### src/shared/dwp_pkg.sv
package dwp_pkg;
    // register indices; byte address is four times the index
    localparam logic [7:0] IDX_DADDR_A = 8'h50;
    localparam logic [7:0] IDX_DADDR_B = 8'h60;
    localparam logic [7:0] IDX_DCTRL = 8'h70;
    localparam logic [7:0] IDX_RMASK = 8'h80;
    localparam logic [7:0] IDX_RVALUE = 8'h90;
    localparam logic [7:0] IDX_RCTRL = 8'h9C;
    localparam logic [7:0] IDX_CAUSE = 8'h15;
    localparam logic [7:0] IDX_CDATA = 8'h16;
    localparam logic [7:0] IDX_IRQ_STATUS = 8'hA0;
    localparam logic [7:0] IDX_IRQ_MASK = 8'hA1;
    // control fields
    localparam int CTL_EN_BIT = 0;
    localparam int CTL_MODE_BIT = 1;
    localparam int CTL_LOAD_BIT = 2;
    localparam int CTL_THR_LSB = 16;
    localparam int CTL_THR_MSB = 23;
    localparam logic [31:0] DCTRL_WMASK = 32'h00FF0007;
    localparam logic [31:0] RCTRL_WMASK = 32'h00FF0003;
    localparam logic [31:0] CTRL_RESET = 32'h00000000;
    // cause record
    localparam logic [2:0] CAUSE_DATA = 3'h4;
    localparam logic [2:0] CAUSE_RES = 3'h5;
    localparam int CAUSE_THR_LSB = 8;
    localparam int CAUSE_WP_LSB = 16;
    // interrupt status bits
    localparam int IRQ_DATA_BIT = 0;
    localparam int IRQ_RES_BIT = 1;
endpackage

### src/dwp_watch.sv
`timescale 1ns/1ps
// Function
// - four 32-bit first-address registers at indices 0x50 to 0x53.
// - four 32-bit second-address registers at indices 0x60 to 0x63.
// - four data control registers at 0x70 to 0x73, fields reset to 0.
// - a data watchpoint fires only if enabled and its thread bit is set.
// - control bit 2 makes a data watchpoint fire on loads.
// - control bit 1 picks A and B (0) or A or B (1).
// - four 32-bit resource mask registers at indices 0x80 to 0x83.
// - four 32-bit resource value registers at indices 0x90 to 0x93.
// - four resource control registers at 0x9C to 0x9F, reset to 0.
// - resource control bit 1 picks match (0) or mismatch (1).
// - a resource watchpoint fires only if enabled and thread bit set.
// - a hit records cause 4 for data or 5 for resource.
// - a data hit captures the access effective address.
// - a resource hit captures the resource identifier.
// - the firing watchpoint number is recorded, lowest wins.
////////////////////////////////////////////////////////////////////////////
module dwp_watch #(
    parameter int NUM_WP = 4,
    parameter int NUM_THR = 8
) (
    input wire logic clk,
    input wire logic resetn,
    input wire logic psel,
    input wire logic penable,
    input wire logic pwrite,
    input wire logic [11:0] paddr,
    input wire logic [31:0] pwdata,
    output logic [31:0] prdata,
    output logic pready,
    output logic pslverr,
    input wire logic memValid,
    input wire logic memIsLoad,
    input wire logic [2:0] memThread,
    input wire logic [31:0] memAddr,
    input wire logic resValid,
    input wire logic [2:0] resThread,
    input wire logic [31:0] resId,
    output logic debugHit,
    output logic irq
);
    import dwp_pkg::*;

    // the priority encoder and thread select are written for these sizes
    if (NUM_WP != 4 || NUM_THR != 8) begin : g_sizeCheck
        $error("dwp_watch supports four watchpoints and eight threads");
    end

    logic [31:0] dAddrA_q [NUM_WP];
    logic [31:0] dAddrB_q [NUM_WP];
    logic [31:0] dCtrl_q [NUM_WP];
    logic [31:0] rMask_q [NUM_WP];
    logic [31:0] rValue_q [NUM_WP];
    logic [31:0] rCtrl_q [NUM_WP];
    logic [31:0] cause_q;
    logic [31:0] causeData_q;
    logic [1:0] irqStatus_q;
    logic [1:0] irqMask_q;

    ////////////////////////////////////////////////////////////////////////
    // apb decode; writes take no wait state, reads take one so that prdata
    // comes straight from a flop; unmapped addresses answer pslverr
    logic access;
    logic wrEn;
    logic rdFirst;
    logic rdWait_q;
    logic [7:0] idx;
    logic mapped;
    logic [31:0] rdMux;

    // word aligned and inside the debug register window
    function automatic logic inWindow(input logic [11:0] a);
        inWindow = (a[1:0] == 2'h0) && (a[11:10] == 2'h0);
    endfunction

    // one group of four consecutive indices, one per watchpoint
    function automatic logic inGroup(input logic [7:0] i, input logic [7:0] b);
        inGroup = (i >= b) && (i < b + 8'h04);
    endfunction

    assign access = psel && penable;
    assign wrEn = access && pwrite && inWindow(paddr);
    assign rdFirst = access && !pwrite && !rdWait_q;
    assign idx = paddr[9:2];
    // a read costs one extra cycle; in exchange no mux path reaches prdata
    assign pready = !access || pwrite || rdWait_q;

    always_comb begin
        mapped = 1'b1;
        rdMux = 32'h00000000;
        if (!inWindow(paddr)) begin
            mapped = 1'b0;
        end else if (inGroup(idx, IDX_DADDR_A)) begin
            rdMux = dAddrA_q[idx[1:0]];
        end else if (inGroup(idx, IDX_DADDR_B)) begin
            rdMux = dAddrB_q[idx[1:0]];
        end else if (inGroup(idx, IDX_DCTRL)) begin
            rdMux = dCtrl_q[idx[1:0]];
        end else if (inGroup(idx, IDX_RMASK)) begin
            rdMux = rMask_q[idx[1:0]];
        end else if (inGroup(idx, IDX_RVALUE)) begin
            rdMux = rValue_q[idx[1:0]];
        end else if (inGroup(idx, IDX_RCTRL)) begin
            rdMux = rCtrl_q[idx[1:0]];
        end else if (idx == IDX_CAUSE) begin
            rdMux = cause_q;
        end else if (idx == IDX_CDATA) begin
            rdMux = causeData_q;
        end else if (idx == IDX_IRQ_STATUS) begin
            rdMux = {30'h00000000, irqStatus_q};
        end else if (idx == IDX_IRQ_MASK) begin
            rdMux = {30'h00000000, irqMask_q};
        end else begin
            mapped = 1'b0;
        end
    end

    assign pslverr = access && !mapped;

    always_ff @(posedge clk or negedge resetn) begin
        if (!resetn) begin
            prdata <= 32'h00000000;
        end else if (rdFirst) begin
            prdata <= rdMux;
        end
    end

    // the wait flag lives for exactly one cycle of each read access
    always_ff @(posedge clk or negedge resetn) begin
        if (!resetn) begin
            rdWait_q <= 1'b0;
        end else begin
            rdWait_q <= rdFirst;
        end
    end
    ////////////////////////////////////////////////////////////////////////
    // watchpoint registers, one process per register file; addresses have
    // no defined reset value, zero keeps them from matching unknowns
    always_ff @(posedge clk or negedge resetn) begin
        if (!resetn) begin
            for (int i = 0; i < NUM_WP; i++) begin
                dAddrA_q[i] <= 32'h00000000;
            end
        end else if (wrEn && inGroup(idx, IDX_DADDR_A)) begin
            dAddrA_q[idx[1:0]] <= pwdata;
        end
    end

    always_ff @(posedge clk or negedge resetn) begin
        if (!resetn) begin
            for (int i = 0; i < NUM_WP; i++) begin
                dAddrB_q[i] <= 32'h00000000;
            end
        end else if (wrEn && inGroup(idx, IDX_DADDR_B)) begin
            dAddrB_q[idx[1:0]] <= pwdata;
        end
    end

    always_ff @(posedge clk or negedge resetn) begin
        if (!resetn) begin
            for (int i = 0; i < NUM_WP; i++) begin
                dCtrl_q[i] <= CTRL_RESET;
            end
        end else if (wrEn && inGroup(idx, IDX_DCTRL)) begin
            dCtrl_q[idx[1:0]] <= pwdata & DCTRL_WMASK;
        end
    end

    always_ff @(posedge clk or negedge resetn) begin
        if (!resetn) begin
            for (int i = 0; i < NUM_WP; i++) begin
                rMask_q[i] <= 32'h00000000;
            end
        end else if (wrEn && inGroup(idx, IDX_RMASK)) begin
            rMask_q[idx[1:0]] <= pwdata;
        end
    end

    always_ff @(posedge clk or negedge resetn) begin
        if (!resetn) begin
            for (int i = 0; i < NUM_WP; i++) begin
                rValue_q[i] <= 32'h00000000;
            end
        end else if (wrEn && inGroup(idx, IDX_RVALUE)) begin
            rValue_q[idx[1:0]] <= pwdata;
        end
    end

    always_ff @(posedge clk or negedge resetn) begin
        if (!resetn) begin
            for (int i = 0; i < NUM_WP; i++) begin
                rCtrl_q[i] <= CTRL_RESET;
            end
        end else if (wrEn && inGroup(idx, IDX_RCTRL)) begin
            rCtrl_q[idx[1:0]] <= pwdata & RCTRL_WMASK;
        end
    end

    ////////////////////////////////////////////////////////////////////////
    // match logic
    logic [NUM_WP-1:0] dHit;
    logic [NUM_WP-1:0] rHit;

    function automatic logic thrOk(input logic [31:0] c, input logic [2:0] t);
        thrOk = c[CTL_EN_BIT] && c[CTL_THR_LSB + int'(t)];
    endfunction

    function automatic logic [1:0] lowest(input logic [3:0] v);
        if (v[0]) begin
            lowest = 2'd0;
        end else if (v[1]) begin
            lowest = 2'd1;
        end else if (v[2]) begin
            lowest = 2'd2;
        end else begin
            lowest = 2'd3;
        end
    endfunction

    always_comb begin
        for (int i = 0; i < NUM_WP; i++) begin
            logic condA;
            logic condB;
            logic kindOk;
            logic rMatch;
            condA = memAddr == dAddrA_q[i];
            condB = memAddr == dAddrB_q[i];
            // load bit set: loads; clear: stores
            kindOk = dCtrl_q[i][CTL_LOAD_BIT] == memIsLoad;
            dHit[i] = memValid && kindOk && thrOk(dCtrl_q[i], memThread) &&
                (dCtrl_q[i][CTL_MODE_BIT] ? (condA || condB)
                                          : (condA && condB));
            rMatch = (resId & rMask_q[i]) == rValue_q[i];
            rHit[i] = resValid && thrOk(rCtrl_q[i], resThread) &&
                (rCtrl_q[i][CTL_MODE_BIT] ? !rMatch : rMatch);
        end
    end

    ////////////////////////////////////////////////////////////////////////
    // cause capture; data hits take priority over resource hits in one cycle
    always_ff @(posedge clk or negedge resetn) begin
        if (!resetn) begin
            cause_q <= 32'h00000000;
            causeData_q <= 32'h00000000;
        end else begin
            if (|dHit) begin
                cause_q <= {14'h0000, lowest(dHit), 5'h00, memThread,
                    5'h00, CAUSE_DATA};
                causeData_q <= memAddr;
            end else if (|rHit) begin
                cause_q <= {14'h0000, lowest(rHit), 5'h00, resThread,
                    5'h00, CAUSE_RES};
                causeData_q <= resId;
            end
        end
    end

    // one-cycle pulse to the core for any hit of this cycle
    always_ff @(posedge clk or negedge resetn) begin
        if (!resetn) begin
            debugHit <= 1'b0;
        end else begin
            debugHit <= |dHit || |rHit;
        end
    end

    ////////////////////////////////////////////////////////////////////////
    // sticky status, write one to clear; a new hit wins over the clear so
    // that an event landing with the clear is never lost
    logic [1:0] irqClr;
    logic [1:0] irqSet;

    assign irqClr = (wrEn && idx == IDX_IRQ_STATUS) ? pwdata[1:0] : 2'h0;

    always_comb begin
        irqSet = 2'h0;
        irqSet[IRQ_DATA_BIT] = |dHit;
        irqSet[IRQ_RES_BIT] = |rHit;
    end

    always_ff @(posedge clk or negedge resetn) begin
        if (!resetn) begin
            irqStatus_q <= 2'h0;
        end else begin
            irqStatus_q <= (irqStatus_q & ~irqClr) | irqSet;
        end
    end

    always_ff @(posedge clk or negedge resetn) begin
        if (!resetn) begin
            irqMask_q <= 2'h0;
        end else if (wrEn && idx == IDX_IRQ_MASK) begin
            irqMask_q <= pwdata[1:0];
        end
    end

    assign irq = |(irqStatus_q & irqMask_q);
endmodule

### config.mk
export PLATFORM = sky130hd
export DESIGN_NAME = dwp_watch
export DESIGN_NICKNAME = d
export VERILOG_FILES = /design/src/shared/dwp_pkg.sv /design/src/dwp_watch.sv
export SDC_FILE = /design/constraint.sdc
export NUM_CORES = 1
export LEC_CHECK = 0
export BUFFER_PORTS_ARGS = -buffer_cell sky130_fd_sc_hd__buf_2
export CAP_MARGIN = 15
export CORE_AREA = 10 10 248 250
export DETAILED_ROUTE_END_ITERATION = 16
export DIE_AREA = 0 0 258 260
export PLACE_DENSITY = 0.83
export SLEW_MARGIN = 40
export SYNTH_ARGS = -nofsm -noshare
export SYNTH_HDL_FRONTEND = slang
export SYNTH_SLANG_ARGS = --single-unit
### constraint.sdc
create_clock -name clk -period 6 [get_ports clk]
set_clock_uncertainty 0.1 [all_clocks]
set_input_delay 0.6 -clock clk [delete_from_list [all_inputs] [get_ports clk]]
set_output_delay 0.6 -clock clk [all_outputs]
set_load 0.05 [all_outputs]
# == After elaboration in Yosys (flattened, before gate mapping) ==
# Index checks and enable logic that the tools add are counted.
# word_totals
out_inout_bits,36
in_bits,122
elab_cells,244
register_bits,870
# op_classes
n_bitwise,9
magnitude_cmp,16
mux,91
n_addsub,2
n_reduce_logical,75
eq_ne,20
# ops
operator,n
$mux W32,26
$bwmux W128,6
$bmux W32 S2,6
$eq A32 B32 Y1,12
$and A32 B32 Y32,4
$demux W32 S2,1
$logic_and A1 B1 Y1,54
$bmux W1 S5,8
$mux W1,37
$ge A8 B7 Y1 const B,3
$ge A8 B8 Y1 const B,3
$lt A8 B7 Y1 const B,3
$lt A8 B8 Y1 const B,3
$eq A8 B5 Y1 const B,2
$eq A8 B8 Y1 const B,2
$mux W2,7
$add A5 B3 Y6 const A,2
$lt A6 B6 Y1 const B,2
$logic_not A1 Y1,8
$reduce_or A4 Y1,2
$logic_or A1 B1 Y1,7
$and A2 B2 Y2,2
$eq A1 B1 Y1,4
$logic_not A2 Y1,2
other kinds (7),7

# == Depth between registers and ports, before layout ==
# depth
ltp_word,14
ltp_mapped,11
ltp_nobuf,8

# == Worst setup path after synthesis ==
# OpenSTA, ideal clock, no wires.
# synth_timing
kind,input port to output port
start,in paddr[3]
end,out pslverr
path_stages,8
t_arrival_ps,2908
path_slack_ps,2392
required_time_ps,5300
path_buffers,4
path_cell_list,buf_2 -> clkbuf_1 -> buf_1 -> buf_2 -> a21oi_1 -> nor2_1 -> nand4_1 -> a21oi_1
# synth_via
elab_chain_cells,14
elab_cells_between_ends,35
cone_classes,12 x order compare; 4 x eq/ne; 11 x mux; 8 x reduce/logical
# synth_rtl
item,line_no,rtl
from (decl),dwp_watch.sv:28,"input wire logic [11:0] paddr,"
$eq A8 B8 Y1,dwp_watch.sv:112,end else if (idx == IDX_IRQ_MASK) begin
$mux W1,dwp_watch.sv:112,
$mux W1,dwp_watch.sv:110,end else if (idx == IDX_IRQ_STATUS) begin
$mux W1,dwp_watch.sv:108,end else if (idx == IDX_CDATA) begin
$mux W1,dwp_watch.sv:106,end else if (idx == IDX_CAUSE) begin
$mux W1,dwp_watch.sv:104,"end else if (inGroup(idx, IDX_RCTRL)) begin"
$mux W1,dwp_watch.sv:102,"end else if (inGroup(idx, IDX_RVALUE)) begin"
$mux W1,dwp_watch.sv:100,"end else if (inGroup(idx, IDX_RMASK)) begin"
$mux W1,dwp_watch.sv:98,"end else if (inGroup(idx, IDX_DCTRL)) begin"
$mux W1,dwp_watch.sv:96,"end else if (inGroup(idx, IDX_DADDR_B)) begin"
$mux W1 (*),dwp_watch.sv:94,"end else if (inGroup(idx, IDX_DADDR_A)) begin"
$mux W1 (*),dwp_watch.sv:92,if (!inWindow(paddr)) begin
$logic_not A1 Y1 (*),dwp_watch.sv:119,assign pslverr = access && !mapped;
$logic_and A1 B1 Y1 (*),dwp_watch.sv:119,
to (decl),dwp_watch.sv:32,"output logic pslverr,"
# Mark *: on every way between the ends. The rest lies on a longest branch, timed or not.

# == Final worst setup path ==
# layout_timing
start,reg rMask_q[77] (netlist bit)
end,reg causeData_q[13]
# layout_via
elab_chain_cells,7
# layout_rtl
item,line_no,rtl
from (decl),dwp_watch.sv:53,logic [31:0] rMask_q [NUM_WP];
"from (signal, indexed assignment)",dwp_watch.sv:176,rMask_q[idx[1:0]] <= pwdata;
$and A32 B32 Y32 (*),dwp_watch.sv:234,rMatch = (resId & rMask_q[i]) == rValue_q[i];
$eq A32 B32 Y1 (*),dwp_watch.sv:234,
$logic_not A1 Y1,dwp_watch.sv:236,(rCtrl_q[i][CTL_MODE_BIT] ? !rMatch : rMatch);
$mux W1 (*),dwp_watch.sv:236,
$logic_and A1 B1 Y1 (*),dwp_watch.sv:235,"rHit[i] = resValid && thrOk(rCtrl_q[i], resThread) &&"
$reduce_or A4 Y1 (*),dwp_watch.sv:251,end else if (|rHit) begin
$reduce_bool A2 Y1 (no source line) (*),--,
to (signal assigned),dwp_watch.sv:250,causeData_q <= memAddr;
to (signal assigned),dwp_watch.sv:254,causeData_q <= resId;
to (decl),dwp_watch.sv:57,logic [31:0] causeData_q;
# Marked as above.
# A chain may end at the register's enable or synchronous reset.

==> flow_metrics.tcl <==
set metrics [dict create \
    crit_start "rMask_q[77]" \
    clkLatencyLatePin_ns 0.63 \
    synth_edf_count 0 \
    antenna_found_initial 17 \
    placed_area_mm2 0.0376 \
    total_power_uw 9610 \
    drive_gt1_share_pct 41.2 \
    crit_required_ns 6.41 \
    drtAntennaViolNets 0 \
    setup_viol_count_final 0 \
    track_usage_pct 35.3 \
    synth_ff_type "dfrtp_1" \
    cts_tree "built" \
    clockBufferDepth 3 \
    post-route-util_pct 71.2 \
    powerDensity_mw_per_mm2 240 \
    via_per_inst 7.26 \
    fin_area_mm2 0.0401 \
    ir_drop_mv 0.272 \
    start_kind "flip-flop" \
    power_leakage_uw 0.0199 \
    comb_power_share_pct 6.3 \
    die_h_um 260 \
    tightest_slew_ns 0.873 \
    grt_pass1_vias 26712 \
    die_width_um 258 \
    grt_pass1_wl_um 177000 \
    critPathArrivalTime_ns 4.09 \
    multi_input_area_mm2 0.0186 \
    rows 87 \
    max_freq_mhz 272 \
    reg2reg_depth 9 \
    crit_end "causeData_q[13]" \
    async_reset_ff_share_pct 100 \
    routedWlPerCell_um 32.9 \
    p_sw_uw 2320 \
    synth.most_common_cell "mux2_2" \
    ys_types 52 \
    synth_area_leaders "dfrtp_1 (46%), mux2_2 (21%), mux4_2 (10%)" \
    synth_warnings 0 \
    drc 0 \
    synth_top_area_share_pct 46.4 \
    drv_cap 0 \
    synthToLayoutAreaGrowth_pct 10.5 \
    drt_iter0_markers 3632 \
    yosysTopAreaCell "dfrtp_1" \
    relSlewSlack_pct 41.3 \
    dr_total_vias 26373 \
    syn-num-nets 2876 \
    htreeDepth 3 \
    cts_sinks 673 \
    start_util_pct 64.4 \
    path_clk_slew_ns 0.06 \
    syn_inst 2754 \
    setup-tns-final_ns 0 \
    ff2ff_setup_slack_ns 2.32 \
    r2r_end "causeData_q[13]" \
    coreArea_mm2 0.0563 \
    internal_power_uw 7290 \
    die-area_mm2 0.0671 \
    routed_wl_um 120000 \
    period_needed_ns 3.68 \
    io_pins 158 \
    power_frac_clock_pct 46.3 \
    grt-ovfl-total 0 \
    seqPwrFrac_pct 47.3 \
    fin_crit_sh_pct 61.3 \
    n_fill_cell 3748 \
    crit_path_end_kind "flip-flop" \
    rr_startpoint "rMask_q[77]" \
    hold_path.class "input port to flip-flop" \
    dr.pass1.iters 5 \
    swShare_pct 24.2 \
    critical_path_class "flip-flop to flip-flop" \
    outcome "finished clean" \
    synth_area_per_cell_um2 13.2 \
    dp.cells 3491 \
    seq_area_frac_synth_pct 46.4 \
    fin_nets 2934 \
    numCtsBuffers 72 \
    gp_congestion 0.993 \
    slew_viol_final 0 \
    final_cells 3631 \
    cts_root_buf "clkbuf_16" \
    port_buffers 157 \
    rsz0062_at_grt "false" \
    seqCellArea_mm2 0.0168 \
    hpwl_um 83000 \
    syn_area_mm2 0.0363 \
    crit_fanout 39 \
    synth_seq_cells 673 \
    timing.final.hold_violations 0 \
    yosys-top-cells-count "mux2_2 (684), dfrtp_1 (673), xor2_1 (256), mux4_2 (165), clkbuf_1 (110)" \
    grt_max_degree 167 \
]
-- kinds of logic (layout without fill, tap and decap cells) --
group                      after synthesis  after routing  share of synthesized area, %
AOI/OAI and AO/OA                      324            324                          6.23
adders and majority gates                4              4                         0.110
DFF                                    673            673                          46.4
muxes                                  876            876                          32.3
other                                    0             10                             0
buffers and inverters                  221            332                          2.55
xor gates and xnor gates               260            260                          6.28
and+or+nand+nor                        396            396                          6.13
-- power by group through the flow --
stage | logic [uW] | clock network, uW | registers [uW]
6_report | 610 | 4450 | 4550
5_1_grt | 635 | 4650 | 4550
4_1_cts | 587 | 4460 | 4550
3_5_place_dp | 582 | 0 | 4630
3_3_place_gp | 570 | 0 | 4630
2_1_floorplan | 272 | 0 | 4630
-- sequential cells by signal, summed over array words and instances (netlist names) --
signal,flops
causeData_q,32
cause_q,7
dAddrA_q,128
dAddrB_q,128
dCtrl_q,44
debugHit,1
irqMask_q,2
irqStatus_q,2
prdata,32
rCtrl_q,40
rMask_q,128
rValue_q,128
rdWait_q,1
-- per-layer routing --
metal  wire (um)  vias up  track usage, %
met1       42500    13628            45.3
met4        8070        8            19.6
met2       54800     1821            54.6
li1            -    10482               -
met3       14200      434            9.04
met5          48        -               0
-- worst max-delay path, cell delays in order (launching register included) --
cell      delay [ns]
dfrtp_1         0.45
nand3_1         0.13
a211oi_1        0.64
nand4_1         0.20
nor4_1          0.54
mux2i_1         0.18
nand4_1         0.12
buf_4           0.48
mux2_2          0.41
mux2_2          0.26
-- stage by stage --
stage	hold slack, ns	setup slack, ns
floorplan	0.204	2.39
global placement	0.351	2.03
detailed placement	0.356	2.04
CTS	0.211	2.44
global route	0.248	2.13
finish	0.233	2.32
-- placed cells by master, fill, tap and decap left out, types with 38 or more instances in the layout --
cell type and n:
a21o_1 38, a21oi_1 75, and3_1 65, buf_2 153, clkbuf_16 75, dfrtp_1 673, mux2_2 684, mux4_2 165
nand2_1 71, nand3_1 40, nor4_1 68, xor2_1 256
-- what timing repair did --
item | in CTS | in global routing
resized for setup | 0 | 0
hold endpoints to repair | 2 | 0
hold buffers | 1 | 0
buffers inserted | 0 | 0
-- worst min path at each step --
stage / startpoint / endpoint / cells past startpoint
floorplan: resetn / causeData_q[0] / 0
global placement: prdata[0] / prdata[0] / 2
detailed placement: cause_q[2] / cause_q[2] / 1
CTS: pwrite / rdWait_q / 3
global route: paddr[0] / prdata[22] / 4
finish: paddr[0] / prdata[22] / 4
-- area by class of cell --
cell class,count,area share (%)
Multi-Input combinational cell,1860,46.5
Inverter,4,0.0375
Sequential cell,673,42.0
Tap cell,756,2.36
Timing Repair Buffer,201,3.25
Clock inverter,18,0.521
Clock buffer,109,5.25
Antenna cell,10,0.0624
Note: power is estimated with default switching activity, not from simulation.
